## config.mk

```make
export PLATFORM = sky130hd
export DESIGN_NAME = fskh_ctrl
export DESIGN_NICKNAME = d
export VERILOG_FILES = /design/src/fskh_ctrl.v
export VERILOG_INCLUDE_DIRS = /design/src
export SDC_FILE = /design/constraint.sdc
export NUM_CORES = 1
export LEC_CHECK = 0
export ABC_AREA = 1
export BUFFER_PORTS_ARGS = -buffer_cell sky130_fd_sc_hd__buf_2
export CORE_ASPECT_RATIO = 1.75
export CORE_MARGIN = 5
export CORE_UTILIZATION = 41
export CTS_BUF_LIST = sky130_fd_sc_hd__clkbuf_4 sky130_fd_sc_hd__clkbuf_8
export CTS_CLUSTER_SIZE = 12
export DETAILED_ROUTE_END_ITERATION = 10
export MAX_ROUTING_LAYER = met4
export SLEW_MARGIN = 20
export SYNTH_ARGS = -nofsm -noshare
export SYNTH_HDL_FRONTEND = slang
export SYNTH_SLANG_ARGS = --single-unit
export TNS_END_PERCENT = 1
```

## constraint.sdc

```tcl
create_clock -name MCLK -period 5.8 [get_ports MCLK]
set_input_delay 0.29 -clock MCLK [delete_from_list [all_inputs] [get_ports MCLK]]
set_output_delay 0.29 -clock MCLK [all_outputs]
set_load 0.05 [all_outputs]
```

## src/fskh_regs.vh

```
// constants of the 4-level fsk modem host controller: device pin map,
// device byte layouts, task codes, block lengths, timing and software map.
// assumes the device sits on a small parallel port with 2 address lines.
`ifndef FSKH_REGS_VH
`define FSKH_REGS_VH

// device port addresses (command write and status read share one)
`define DEV_A_DATA    2'h0
`define DEV_A_CMD     2'h1
`define DEV_A_CTRL    2'h2
`define DEV_A_MODE    2'h3

// device status byte
`define ST_IRQ        7
`define ST_FREE       6
`define ST_INTERLEAVE_EMPTY_FLAG    5
`define ST_OVF        4
`define ST_CRC        3

// device mode byte, low three bits always zero
`define MD_IRQ_OUTPUT_ENABLE      7
`define MD_TX         6
`define MD_INV        5
`define MD_EYE        4
`define MD_POWER_SAVE_BIT      3

// command byte: task code in the low nibble
`define CMD_SHAPE     4
`define CMD_CRCF      5
`define CMD_AUTO_CLOCK_ACQUIRE_BIT      6
`define CMD_AUTO_LEVEL_ACQUIRE_BIT     7
`define TASK_SEEK_HDR 4'h1
`define TASK_RX_BLK   4'h2
`define TASK_RAW24    4'h4
`define TASK_HDR      4'h5
`define TASK_MID      4'h6
`define TASK_FINAL    4'h7

// device control byte fields
`define PLL_LSB       6
`define PLL_WIDE      2'h2
`define PLL_MED       2'h1
`define LEV_LSB       4
`define LEV_TRACK     2'h0

// block lengths in bytes
`define LEN_SYNC      5'd6
`define LEN_HEAD      5'd10
`define LEN_MID       5'd12
`define LEN_LAST      5'd8

// timing
`define CLK_NS        100
`define SYM_NS        208333
`define CARRIER_SYMS  8
`define TAIL_SYMS     18
`define BUS_CYC       3'd4
`define IRQ_GUARD     20'd3
// extra raw preamble tasks on a long preamble: 3, so 4 x 24 = 96 symbols in all
`define PRE_REPEAT    2'd3

// software register map
`define SW_GO         3'h0
`define SW_CFG        3'h1
`define SW_OPT        3'h2
`define SW_NBLK       3'h3
`define SW_STAT       3'h4
`define SW_PTR        3'h5
`define SW_DATA       3'h6
`define SW_DEV        3'h7
`define GO_TX         0
`define GO_RX         1
`define GO_ACQ        2
`define GO_LONG       3
`define OPT_INV       0
`define OPT_SHAPE     1
`define OPT_CRCF      2

// error codes
`define ERR_NONE      3'h0
`define ERR_NOTFREE   3'h1
`define ERR_TXFLAGS   3'h2
`define ERR_RXFLAGS   3'h3

`endif
```

## src/fskh_ctrl.v

```verilog
// host-side controller that runs whole transmit and receive frames on a
// 4-level fsk packet modem through its parallel port and interrupt line.
// assumes the device pins are asynchronous to MCLK; software drives the
// plain register port on MCLK.
//
// Added by the designer: the register offsets and the plain strobed port.
`timescale 1ns/1ps
`default_nettype none
`include "fskh_regs.vh"

// How it works
// - before transmit load divider, set irq enable and tx, clear eye and powersave.
// - check buffer free, send six preamble then six sync bytes with raw task.
// - send 10 header, 12 middle and 8 final bytes with their tasks.
// - wait 2 plus 16 symbol times after drain before ending transmission.
// - set checksum-form and shape bits on every command byte write.
// - before receive load control fields, irq enable on, tx, powersave, eye off.
// - with wide pll and track, wait 8 symbols of carrier before acquiring.
// - check buffer free, then seek sync and header with both acquire bits.
// - each receive interrupt: check free and no overflow, read bytes, next task.
// - after first receive interrupt switch pll bandwidth from wide to medium.
// - later frames: seek with acquire bits clear, pll medium, level track; the code writes cfg_r as software set it, with no pll or level override.
// - transmitter adds about 100 symbols preamble when carrier detect lacks.
module fskh_ctrl #(
  parameter        MEM_AW     = 6,
  parameter [19:0] SYM_CYCLES = (`SYM_NS + `CLK_NS - 1) / `CLK_NS
) (
  input  wire       MCLK,
  input  wire       RESET_N,
  input  wire [2:0] ADDR,
  input  wire [7:0] WDATA,
  input  wire       WR,
  input  wire       RD,
  output reg  [7:0] RDATA,
  output reg  [1:0] DEV_A,
  output reg        DEV_CS_N,
  output reg        DEV_RD_N,
  output reg        DEV_WR_N,
  input  wire [7:0] DEV_D_IN,
  output reg  [7:0] DEV_D_OUT,
  output reg        DEV_D_OE_N,
  input  wire       DEV_IRQ_N,
  input  wire       CARRIER,
  output wire       BUSY
);

  localparam [3:0] S_IDLE = 4'h0;
  localparam [3:0] S_CTRL = 4'h1;
  localparam [3:0] S_MODE = 4'h2;
  localparam [3:0] S_CARR = 4'h3;
  localparam [3:0] S_CHK  = 4'h4;
  localparam [3:0] S_LOAD = 4'h5;
  localparam [3:0] S_TASK = 4'h6;
  localparam [3:0] S_WIRQ = 4'h7;
  localparam [3:0] S_STAT = 4'h8;
  localparam [3:0] S_MED  = 4'h9;
  localparam [3:0] S_RDB  = 4'ha;
  localparam [3:0] S_TAIL = 4'hb;

  localparam [2:0] G_PRE  = 3'h0;
  localparam [2:0] G_SYNC = 3'h1;
  localparam [2:0] G_HEAD = 3'h2;
  localparam [2:0] G_MID  = 3'h3;
  localparam [2:0] G_LAST = 3'h4;

  localparam [19:0] CARR_LOAD = `CARRIER_SYMS * SYM_CYCLES;
  localparam [19:0] TAIL_LOAD = `TAIL_SYMS * SYM_CYCLES;

  reg [7:0]        mem [0:(1<<MEM_AW)-1];
  reg [3:0]        state_r;
  reg [2:0]        seg_r;
  reg [1:0]        pre_left_r;
  reg [7:0]        blk_left_r;
  reg [4:0]        cnt_r;
  reg [19:0]       tmr_r;
  reg [MEM_AW-1:0] ptr_r;
  reg [MEM_AW-1:0] sw_ptr_r;
  reg              rx_r;
  reg              acq_r;
  reg              drain_r;
  reg              done_r;
  reg              crc_err_r;
  reg [2:0]        err_r;
  reg [7:0]        cfg_r;
  reg [2:0]        opt_r;
  reg [7:0]        nblk_r;
  reg [7:0]        dev_stat_r;
  reg              irq_m_r;
  reg              irq_s_r;
  reg              car_m_r;
  reg              car_s_r;
  reg [7:0]        din_m_r;
  reg [7:0]        din_s_r;
  reg              bbusy_r;
  reg              bdone_r;
  reg [2:0]        bcnt_r;
  reg [7:0]        brd_r;

  reg              op_req;
  reg              op_wr;
  reg [1:0]        op_addr;
  reg [7:0]        op_data;
  reg [3:0]        task_code;
  reg [4:0]        seg_len;
  reg [2:0]        seg_next;

  wire sw_wr_data = WR && (ADDR == `SW_DATA) && (state_r == S_IDLE);
  wire rx_wr      = (state_r == S_RDB) && bdone_r;
  wire first_rx   = rx_r && (seg_r == G_HEAD);
  wire [7:0] cmd_byte = {acq_r & first_rx, acq_r & first_rx,
                         opt_r[`OPT_CRCF], opt_r[`OPT_SHAPE], task_code};

  assign BUSY = (state_r != S_IDLE);

  // pins are asynchronous: two flops before any use
  always @(posedge MCLK or negedge RESET_N) begin
    if (!RESET_N) begin
      irq_m_r <= 1'b0;
      irq_s_r <= 1'b0;
      car_m_r <= 1'b0;
      car_s_r <= 1'b0;
      din_m_r <= 8'h00;
      din_s_r <= 8'h00;
    end else begin
      irq_m_r <= ~DEV_IRQ_N;
      irq_s_r <= irq_m_r;
      car_m_r <= CARRIER;
      car_s_r <= car_m_r;
      din_m_r <= DEV_D_IN;
      din_s_r <= din_m_r;
    end
  end

  always @* begin
    case (seg_r)
      G_PRE, G_SYNC: seg_len = `LEN_SYNC;
      G_HEAD:        seg_len = `LEN_HEAD;
      G_MID:         seg_len = `LEN_MID;
      default:       seg_len = `LEN_LAST;
    endcase
    case (seg_r)
      G_PRE:   seg_next = G_SYNC;
      G_SYNC:  seg_next = G_HEAD;
      default: seg_next = (blk_left_r != 8'h00) ? G_MID : G_LAST;
    endcase
    if (rx_r)
      task_code = first_rx ? `TASK_SEEK_HDR : `TASK_RX_BLK;
    else begin
      case (seg_r)
        G_PRE, G_SYNC: task_code = `TASK_RAW24;
        G_HEAD:        task_code = `TASK_HDR;
        G_MID:         task_code = `TASK_MID;
        default:       task_code = `TASK_FINAL;
      endcase
    end
  end

  always @* begin
    op_req  = 1'b1;
    op_wr   = 1'b1;
    op_addr = `DEV_A_CMD;
    op_data = 8'h00;
    case (state_r)
      S_CTRL: begin
        op_addr = `DEV_A_CTRL;
        op_data = cfg_r;
        if (rx_r && acq_r) begin
          op_data[`PLL_LSB+1:`PLL_LSB] = `PLL_WIDE;
          op_data[`LEV_LSB+1:`LEV_LSB] = `LEV_TRACK;
        end
      end
      S_MED: begin
        op_addr = `DEV_A_CTRL;
        op_data = cfg_r;
        op_data[`PLL_LSB+1:`PLL_LSB] = `PLL_MED;
        op_data[`LEV_LSB+1:`LEV_LSB] = `LEV_TRACK;
      end
      S_MODE: begin
        op_addr = `DEV_A_MODE;
        op_data[`MD_IRQ_OUTPUT_ENABLE] = 1'b1;
        op_data[`MD_TX]    = ~rx_r;
        op_data[`MD_INV]   = opt_r[`OPT_INV];
      end
      S_CHK, S_STAT: op_wr = 1'b0;
      S_LOAD: begin
        op_addr = `DEV_A_DATA;
        op_data = mem[ptr_r];
      end
      S_TASK: op_data = cmd_byte;
      S_RDB: begin
        op_wr   = 1'b0;
        op_addr = `DEV_A_DATA;
      end
      default: op_req = 1'b0;
    endcase
  end

  // one device access lasts BUS_CYC cycles; read data leave through the
  // synchroniser, so the device must present them within two cycles
  always @(posedge MCLK or negedge RESET_N) begin
    if (!RESET_N) begin
      bbusy_r    <= 1'b0;
      bdone_r    <= 1'b0;
      bcnt_r     <= 3'h0;
      brd_r      <= 8'h00;
      DEV_A      <= 2'h0;
      DEV_CS_N   <= 1'b1;
      DEV_RD_N   <= 1'b1;
      DEV_WR_N   <= 1'b1;
      DEV_D_OUT  <= 8'h00;
      DEV_D_OE_N <= 1'b1;
    end else begin
      bdone_r <= 1'b0;
      if (bbusy_r) begin
        if (bcnt_r == 3'h0) begin
          bbusy_r    <= 1'b0;
          bdone_r    <= 1'b1;
          brd_r      <= din_s_r;
          DEV_CS_N   <= 1'b1;
          DEV_RD_N   <= 1'b1;
          DEV_WR_N   <= 1'b1;
          DEV_D_OE_N <= 1'b1;
        end else
          bcnt_r <= bcnt_r - 3'h1;
      end else if (op_req && !bdone_r) begin
        bbusy_r    <= 1'b1;
        bcnt_r     <= `BUS_CYC - 3'h1;
        DEV_A      <= op_addr;
        DEV_D_OUT  <= op_data;
        DEV_CS_N   <= 1'b0;
        DEV_RD_N   <= op_wr;
        DEV_WR_N   <= ~op_wr;
        DEV_D_OE_N <= ~op_wr;
      end
    end
  end

  always @(posedge MCLK) begin
    if (rx_wr)
      mem[ptr_r] <= brd_r;
    else if (sw_wr_data)
      mem[sw_ptr_r] <= WDATA;
  end

  // software register port
  always @(posedge MCLK or negedge RESET_N) begin
    if (!RESET_N) begin
      cfg_r    <= 8'h00;
      opt_r    <= 3'h0;
      nblk_r   <= 8'h00;
      sw_ptr_r <= {MEM_AW{1'b0}};
      RDATA    <= 8'h00;
    end else begin
      RDATA <= 8'h00;
      if (WR && !BUSY) begin
        case (ADDR)
          `SW_CFG:  cfg_r <= WDATA;
          `SW_OPT:  opt_r <= WDATA[2:0];
          `SW_NBLK: nblk_r <= WDATA;
          `SW_PTR:  sw_ptr_r <= WDATA[MEM_AW-1:0];
          `SW_DATA: sw_ptr_r <= sw_ptr_r + 1'b1;
          default:  ;
        endcase
      end else if (RD) begin
        case (ADDR)
          `SW_CFG:  RDATA <= cfg_r;
          `SW_OPT:  RDATA <= {5'h00, opt_r};
          `SW_NBLK: RDATA <= nblk_r;
          `SW_STAT: RDATA <= {BUSY, done_r, crc_err_r, err_r, rx_r, drain_r};
          `SW_PTR:  RDATA <= {{(8-MEM_AW){1'b0}}, sw_ptr_r};
          `SW_DATA: RDATA <= mem[sw_ptr_r];
          `SW_DEV:  RDATA <= dev_stat_r;
          default:  RDATA <= 8'h00;
        endcase
        if (ADDR == `SW_DATA && !BUSY)
          sw_ptr_r <= sw_ptr_r + 1'b1;
      end
    end
  end

  // frame sequencer
  always @(posedge MCLK or negedge RESET_N) begin
    if (!RESET_N) begin
      state_r    <= S_IDLE;
      seg_r      <= G_PRE;
      pre_left_r <= 2'h0;
      blk_left_r <= 8'h00;
      cnt_r      <= 5'h00;
      tmr_r      <= 20'h00000;
      ptr_r      <= {MEM_AW{1'b0}};
      rx_r       <= 1'b0;
      acq_r      <= 1'b0;
      drain_r    <= 1'b0;
      done_r     <= 1'b0;
      crc_err_r  <= 1'b0;
      err_r      <= `ERR_NONE;
      dev_stat_r <= 8'h00;
    end else begin
      if (tmr_r != 20'h00000)
        tmr_r <= tmr_r - 20'h00001;
      case (state_r)
        S_IDLE: if (WR && ADDR == `SW_GO && (WDATA[`GO_TX] || WDATA[`GO_RX])) begin
          rx_r       <= ~WDATA[`GO_TX];
          acq_r      <= WDATA[`GO_ACQ];
          pre_left_r <= WDATA[`GO_LONG] ? `PRE_REPEAT : 2'h0;
          seg_r      <= WDATA[`GO_TX] ? G_PRE : G_HEAD;
          blk_left_r <= nblk_r;
          ptr_r      <= {MEM_AW{1'b0}};
          drain_r    <= 1'b0;
          done_r     <= 1'b0;
          crc_err_r  <= 1'b0;
          err_r      <= `ERR_NONE;
          state_r    <= S_CTRL;
        end
        S_CTRL: if (bdone_r) state_r <= S_MODE;
        S_MODE: if (bdone_r) begin
          tmr_r   <= CARR_LOAD;
          state_r <= (rx_r && acq_r) ? S_CARR : S_CHK;
        end
        S_CARR: begin
          if (!car_s_r)
            tmr_r <= CARR_LOAD;
          else if (tmr_r == 20'h00000)
            state_r <= S_CHK;
        end
        S_CHK: if (bdone_r) begin
          dev_stat_r <= brd_r;
          cnt_r      <= seg_len;
          if (!brd_r[`ST_FREE]) begin
            err_r   <= `ERR_NOTFREE;
            state_r <= S_IDLE;
          end else
            state_r <= rx_r ? S_TASK : S_LOAD;
        end
        S_LOAD: if (bdone_r) begin
          ptr_r <= ptr_r + 1'b1;
          cnt_r <= cnt_r - 5'h01;
          if (cnt_r == 5'h01)
            state_r <= S_TASK;
        end
        // guard covers the synchroniser lag after the releasing status read
        S_TASK: if (bdone_r) begin
          tmr_r   <= `IRQ_GUARD;
          state_r <= S_WIRQ;
        end
        S_WIRQ: if (tmr_r == 20'h00000 && irq_s_r) state_r <= S_STAT;
        S_STAT: if (bdone_r) begin
          dev_stat_r <= brd_r;
          if (!rx_r && drain_r) begin
            if (brd_r[`ST_IRQ] && brd_r[`ST_FREE] && brd_r[`ST_INTERLEAVE_EMPTY_FLAG]) begin
              tmr_r   <= TAIL_LOAD;
              state_r <= S_TAIL;
            end else begin
              err_r   <= `ERR_TXFLAGS;
              state_r <= S_IDLE;
            end
          end else if (!rx_r) begin
            if (!brd_r[`ST_IRQ] || !brd_r[`ST_FREE] || brd_r[`ST_INTERLEAVE_EMPTY_FLAG]) begin
              err_r   <= `ERR_TXFLAGS;
              state_r <= S_IDLE;
            end else if (seg_r == G_PRE && pre_left_r != 2'h0) begin
              // no carrier detect at the far end: resend the same six bytes
              pre_left_r <= pre_left_r - 2'h1;
              ptr_r      <= {MEM_AW{1'b0}};
              cnt_r      <= `LEN_SYNC;
              state_r    <= S_LOAD;
            end else if (seg_r == G_LAST) begin
              drain_r <= 1'b1;
              tmr_r   <= `IRQ_GUARD;
              state_r <= S_WIRQ;
            end else begin
              seg_r <= seg_next;
              if (seg_r != G_PRE && seg_r != G_SYNC && blk_left_r != 8'h00)
                blk_left_r <= blk_left_r - 8'h01;
              cnt_r   <= (seg_next == G_SYNC) ? `LEN_SYNC :
                         (seg_next == G_HEAD) ? `LEN_HEAD :
                         (seg_next == G_MID)  ? `LEN_MID : `LEN_LAST;
              state_r <= S_LOAD;
            end
          end else begin
            cnt_r <= seg_len;
            if (!brd_r[`ST_IRQ] || !brd_r[`ST_FREE] || brd_r[`ST_OVF]) begin
              err_r   <= `ERR_RXFLAGS;
              state_r <= S_IDLE;
            end else begin
              if (seg_r != G_MID && brd_r[`ST_CRC])
                crc_err_r <= 1'b1;
              state_r <= (first_rx && acq_r) ? S_MED : S_RDB;
            end
          end
        end
        S_MED: if (bdone_r) state_r <= S_RDB;
        S_RDB: if (bdone_r) begin
          ptr_r <= ptr_r + 1'b1;
          cnt_r <= cnt_r - 5'h01;
          if (cnt_r == 5'h01) begin
            if (seg_r == G_LAST) begin
              done_r  <= 1'b1;
              state_r <= S_IDLE;
            end else begin
              seg_r <= seg_next;
              if (blk_left_r != 8'h00)
                blk_left_r <= blk_left_r - 8'h01;
              state_r <= S_TASK;
            end
          end
        end
        S_TAIL: if (tmr_r == 20'h00000) begin
          done_r  <= 1'b1;
          state_r <= S_IDLE;
        end
        default: state_r <= S_IDLE;
      endcase
    end
  end

endmodule // fskh_ctrl

`default_nettype wire

```

==> results of run 1 <==
power breakdown:
part | internal, W | leakage (nW) | total, W | switching [W]
clock network | 0.00205 | 1.03 | 0.00388 | 0.00183
registers | 0.00591 | 6.44 | 0.00637 | 0.000467
logic | 0.00182 | 7.92 | 0.00719 | 0.00537
Yosys cell counts (all sizes together), types with 10 or more instances:
cell    number
nor3        24
nand3      559
o211ai     115
nor2       356
clkbuf     173
nand2     1213
or2         16
buf         60
xor2        19
o21ai      209
o22ai       13
clkinv      10
edfxtp     512
a21oi      171
inv        417
dfrtp      139
nand4       11
worst register-to-register path, cell delays in order (launching register included):
cell and delay (ns):
dfrtp_1 0.32, buf_4 0.47, clkinv_1 0.53, buf_4 0.41
o21ai_2 0.30, inv_2 0.13, nor2_4 0.15, nand2_2 0.33
nor2_1 0.82
worst min-delay path by stage:
stage	depth (start not counted)	slack, ns	to	from
4_1_cts	5	0.04	sw_ptr_r[5]	WR
3_5_place_dp	0	0.33	din_s_r[1]	din_m_r[1]
5_1_grt	5	0.10	sw_ptr_r[5]	WR
2_1_floorplan	0	-0.006	DEV_A[0]	RESET_N
3_3_place_gp	0	0.33	din_s_r[7]	din_m_r[7]
6_report	5	0.09	sw_ptr_r[5]	WR
timing repair:
item,4_1_cts,5_1_grt
endpoints found under the hold margin,101,0
resized for setup,0,0
hold buffers,19,0
registers in the layout, indices dropped and copies added (netlist names), 3 cells and up:
register,cells
opt_r,3
din_s_r,8
DEV_D_OUT,8
sw_ptr_r,6
mem,512
brd_r,8
tmr_r,20
cnt_r,5
din_m_r,8
blk_left_r,8
cfg_r,8
seg_r,3
bcnt_r,3
RDATA,8
state_r,4
dev_stat_r,8
ptr_r,6
nblk_r,8
final cells by class:
| cell class | count | area (um^2) |
|---|---|---|
| fill | 8178 | 45600 |
| sequential | 654 | 18900 |
| multi-input combinational | 2760 | 12800 |
| clock buffer | 131 | 1640 |
| inverter | 427 | 1620 |
| tap | 1065 | 1330 |
| timing repair buffer | 107 | 802 |
| clock inverter | 35 | 305 |
| antenna | 1 | 2.50 |
metal layers:
metal / routed length (um) / share of wire, %
met1: 41800 / 36
met2: 58300 / 50
met3: 8180 / 7.0
met4: 7970 / 6.9
met5: 0 / 0
cells by family after synthesis:
family          after synthesis  synth area share (%)
compound gates              545                  9.25
xor+xnor                     22                 0.564
fa+ha+maj                     9                 0.330
buf+inv                     660                  7.42
flops                       654                  55.4
simple gates               2184                  27.0
metrics by stage:
| step | power (W) | util, % | std cells | instance area (um^2) |
|---|---|---|---|---|
| 6_report | 0.0174 | 45.1 | 5180 | 37400 |
| 2_1_floorplan | 0.0109 | - | 4074 | 34100 |
| 5_1_grt | 0.0184 | 45.1 | 5180 | 37400 |
| 3_5_place_dp | 0.0135 | 42.5 | 4994 | 35300 |
| 4_1_cts | 0.0174 | 45.1 | 5179 | 37400 |
| 3_3_place_gp | 0.0135 | 42.5 | 4994 | 35300 |
==> impl_metrics.toml, run 1 <==
[global_routing]
grt_max_degree = 190
use_met1_pct = 28.9
top_usage_layer = "met2"
grt_pass1_wl_mm = 173
antenna_found_initial = 1
track_usage_pct = 26.1
grt_pass1_vias = 27900
use_met2_pct = 44.8
met3_usage_pct = 4.04
grt_overflow_total = 0

[route]
vias = 28900
viasPerCell = 5.58
wire_per_inst_um = 22.4
drc = 0
ant_nets = 0
firstDrtPassIters = 6
drt_iter0_drc = 2754
wl_mm = 116

[cts]
clock-root-buffer = "clkbuf_8"
clockBufferDepth = 3
clk_latency_ns = 0.75
postCtsSetupBuffers = 0
cts_made_buffers = 89
clkTransAtPathRegs_ns = 0.07
cts.sinks = 654
htreeDepth = 3
cts_tree = "done"

[timing]
setup_tns_ns = 0
slew_headroom_pct = 26.4
setup_violations = 0
rsz0062_at_grt = "no"
fin_crit_sh_pct = 66.4
hold_viol = 0
hold_ws_ns = 0.0866
finalClockSkew_ns = 0.0359
fin_ws_ns = 1.95
timing.fmax_ghz = 0.260
worst_pin_slew_ns = 1.10
post-route-min-period_ns = 3.85
drv_slew = 0

[synth]
yosysTopAreaCell = "edfxtp_1"
synth_seq_area_share_pct = 55.4
synth_area_leaders = "edfxtp_1 (45%), nand2_1 (13%), dfrtp_1 (10%), nand3_1 (8.1%), inv_1 (4.4%)"
ys.flop_type = "edfxtp_1"
yosysWarnings = 0
avgSynthCellArea_um2 = 8.38
postSynthCellCount = 4074
async_flop_share_pct = 21.7
synth_top_area_share_pct = 45.0
synth_nets = 4108
synth_area_um2 = 34100
synth-edff-count = 512
ys_seq_elements = 654
ys_types = 51

[worst_setup_path]
cp_slowest_cell = "nor2_1"
critPathMaxFanout = 36
crit_start = "ptr_r[2]"
cp_cell_sequence = "buf_4 > clkinv_1 > buf_4 > o21ai_2 > inv_2 > nor2_4 > nand2_2 > nor2_1"
ff2ff_path_depth = 8
r2r-end = "mem[46][7]"
crit_path_end = "mem[46][7]"
rrSetupSlack_ns = 1.95
path_class = "register to register"
crit_required_ns = 6.16
crit_arrival_ns = 4.21
startpoint_type = "register"
crit_buf_inv = 4
path_depth = 8
cp_top_family = "buffers and inverters"
path_common_cell = "buf_4"
worstReg2RegStart = "ptr_r[2]"
cpPeakStageDelay_ns = 0.82
end_kind = "register"

[placed_design]
dp_slack_ns = 2.07
io_buffers = 47
gp_congestion = 1.01
place_hpwl_mm = 74.8

[power]
p_per_area_nw_per_um2 = 466
ir_drop_v = 0.000398
power.leakage_nw = 15.4

[floorplan]
die_h_um = 392
io-pin-count = 48
initial_core_util_pct = 41.1
num_rows = 140
dieWidth_um = 228
core-area_um2 = 83000
die-area_um2 = 89400

[run_status]
outcome = "finished, final reports clean"

[final_layout]
drive_gt1_share_pct = 8.29
nets = 4073
layout_commonest_cell = "nand2_1"
area_growth_pct = 9.59
most-common-layout-cells = "nand2_1 (1198), nand3_1 (555), edfxtp_1 (512)"

[worst_hold_path]
hold_class = "primary input to register"

[flow_run]
maxCapViolCount = 0
No activity file was read; power rests on OpenSTA's default activity.
==> run 2: changes to the inputs <==
clock period = 3.8 ns   (was 5.8 ns; I/O delays follow)
==> run 2 against run 1 <==
- flip-flop and latch count unchanged
- global-route usage increased by 0.96 points
- highest routed layer unchanged
- critical path type unchanged
- largest power group unchanged
- largest cell class unchanged
- via count rose by 1.6%
- die area unchanged
==> impl_metrics.toml, run 2 (synthesized netlist as in run 1, its figures left out) <==
[floorplan]
core-area_um2 = 83000
die-area_um2 = 89400
die_h_um = 392
num_rows = 140
io-pin-count = 48
dieWidth_um = 228
initial_core_util_pct = 41.1

[placed_design]
io_buffers = 47
place_hpwl_mm = 81.5
gp_congestion = 0.971

[route]
firstDrtPassIters = 6
ant_nets = 0
wl_mm = 120
vias = 29400
drc = 0
wire_per_inst_um = 22.8
viasPerCell = 5.60
drt_iter0_drc = 3101

[worst_setup_path]
worstReg2RegStart = "state_r[3]"
cp_cell_sequence = "nor2_4 > inv_2 > nor2_8 > inv_4 > nor2_8 > inv_2 > nor2_4 > a21oi_2 > nor2_4 > nand3_2 > nor2_1"
cpPeakStageDelay_ns = 0.74
cp_slowest_cell = "nor2_1"
startpoint_type = "register"
path_class = "register to register"
crit_arrival_ns = 3.88
crit_required_ns = 4.14
crit_buf_inv = 3
path_common_cell = "nor2_4"
cp_top_family = "simple AND/OR/NAND/NOR gates"
critPathMaxFanout = 14
crit_start = "state_r[3]"
end_kind = "register"

[timing]
timing.fmax_ghz = 0.283
setup_tns_ns = 0
slew_headroom_pct = 30.0
hold_viol = 0
finalClockSkew_ns = 0.0455
drv_slew = 0
rsz0062_at_grt = "no"
fin_crit_sh_pct = 93.1
post-route-min-period_ns = 3.54
setup_violations = 0
worst_pin_slew_ns = 1.05

[cts]
clk_latency_ns = 0.75
ctsResizeCount = 0
clkTransAtPathRegs_ns = 0.08
clock-root-buffer = "clkbuf_8"
clockBufferDepth = 3
htreeDepth = 3
cts_made_buffers = 89
cts.sinks = 654
cts_tree = "done"

[final_layout]
layout_commonest_cell = "nand2_1"
most-common-layout-cells = "nand2_1 (1198), nand3_1 (555), edfxtp_1 (512)"
largestRegisters = "mem (512), tmr_r (20)"
regMostFlops = "mem"
largest_reg_flops = 512
area_growth_pct = 11.8
nets = 4147
drive_gt1_share_pct = 9.79

[power]
p_per_area_nw_per_um2 = 710
total_power_w = 0.0271
ir_drop_v = 0.000525
p_switching_w = 0.0119
pwr-share-clk_pct = 21.7
pwr-share-comb_pct = 43.3
swShare_pct = 43.9
seqPwrFrac_pct = 34.9
power.leakage_nw = 15.8
p_int_w = 0.0152

[global_routing]
grt_max_degree = 148
grt_pass1_wl_mm = 178
grt_overflow_total = 0
grt_pass1_vias = 28500
track_usage_pct = 27.0
antenna_found_initial = 1

[flow_run]
maxCapViolCount = 0

[run_status]
outcome = "finished, final reports clean"

[worst_hold_path]
hold_class = "primary input to async pin"
[run 2: cell types whose count changed in the layout (fill, tap and decap cells not counted), sizes merged]
| cell | change |
|---|---|
| buf | +70 |
| clkbuf | -7 |
| clkinv | +4 |
| dlygate4sd3 | +4 |
| bufinv | +2 |
| clkinvlp | +1 |
| inv | -1 |
[run 2: layout make-up]
| cell class | count | area [um^2] |
|---|---|---|
| Clock inverter | 41 | 388 |
| Inverter | 427 | 1620 |
| Antenna cell | 1 | 2.50 |
| Multi-Input combinational cell | 2760 | 12800 |
| Tap cell | 1065 | 1330 |
| Timing Repair Buffer | 181 | 1590 |
| Fill cell | 8163 | 44900 |
| Sequential cell | 654 | 18900 |
| Clock buffer | 124 | 1530 |
[run 2: power groups by stage]
stage	sequential, W	combinational [W]	clock (W)
2_1_floorplan	0.00973	0.00697	0
3_3_place_gp	0.00960	0.0115	0
3_5_place_dp	0.00960	0.0116	0
4_1_cts	0.00946	0.0116	0.00597
5_1_grt	0.00953	0.0127	0.00628
6_report	0.00947	0.0117	0.00589
[run 2: per-layer routing]
metal | GRT usage (%) | share of wire [%] | up-vias
li1 | - | - | 13600
met4 | 17.2 | 7.4 | 0
met5 | - | 0 | -
met1 | 29.2 | 35 | 14000
met3 | 3.18 | 6.2 | 359
met2 | 47.3 | 51 | 1367
[run 2: final timing paths]
path	end	slack, ns	cells after the start
min in group MCLK	din_m_r[5]	0.11	2
hold reg to reg	din_s_r[2]	0.33	0
setup reg to reg	mem[32][3]	0.26	11
setup / recovery	mem[32][3]	0.26	11
max in group asynchronous	tmr_r[15]	2.83	3
hold / removal	irq_s_r	0.09	2
[run 2: metrics by stage]
stage | utilization [%] | instances | cell area [um^2] | hold WS [ns] | setup WS, ns
after global routing | 46.0 | 5253 | 38200 | 0.103 | 0.163
after detailed placement | 43.4 | 5064 | 36000 | 0.296 | 0.295
after CTS | 46.0 | 5252 | 38200 | 0.0549 | 0.301
after global placement | 43.4 | 5064 | 36000 | 0.296 | 0.415
after floorplan | - | 4074 | 34100 | -0.106 | -0.822
final | 46.0 | 5253 | 38200 | 0.0922 | 0.261
[run 2: what timing repair did]
action                    CTS  global route
setup buffers               0             0
hold buffers               23             0
hold endpoints to repair  128             0
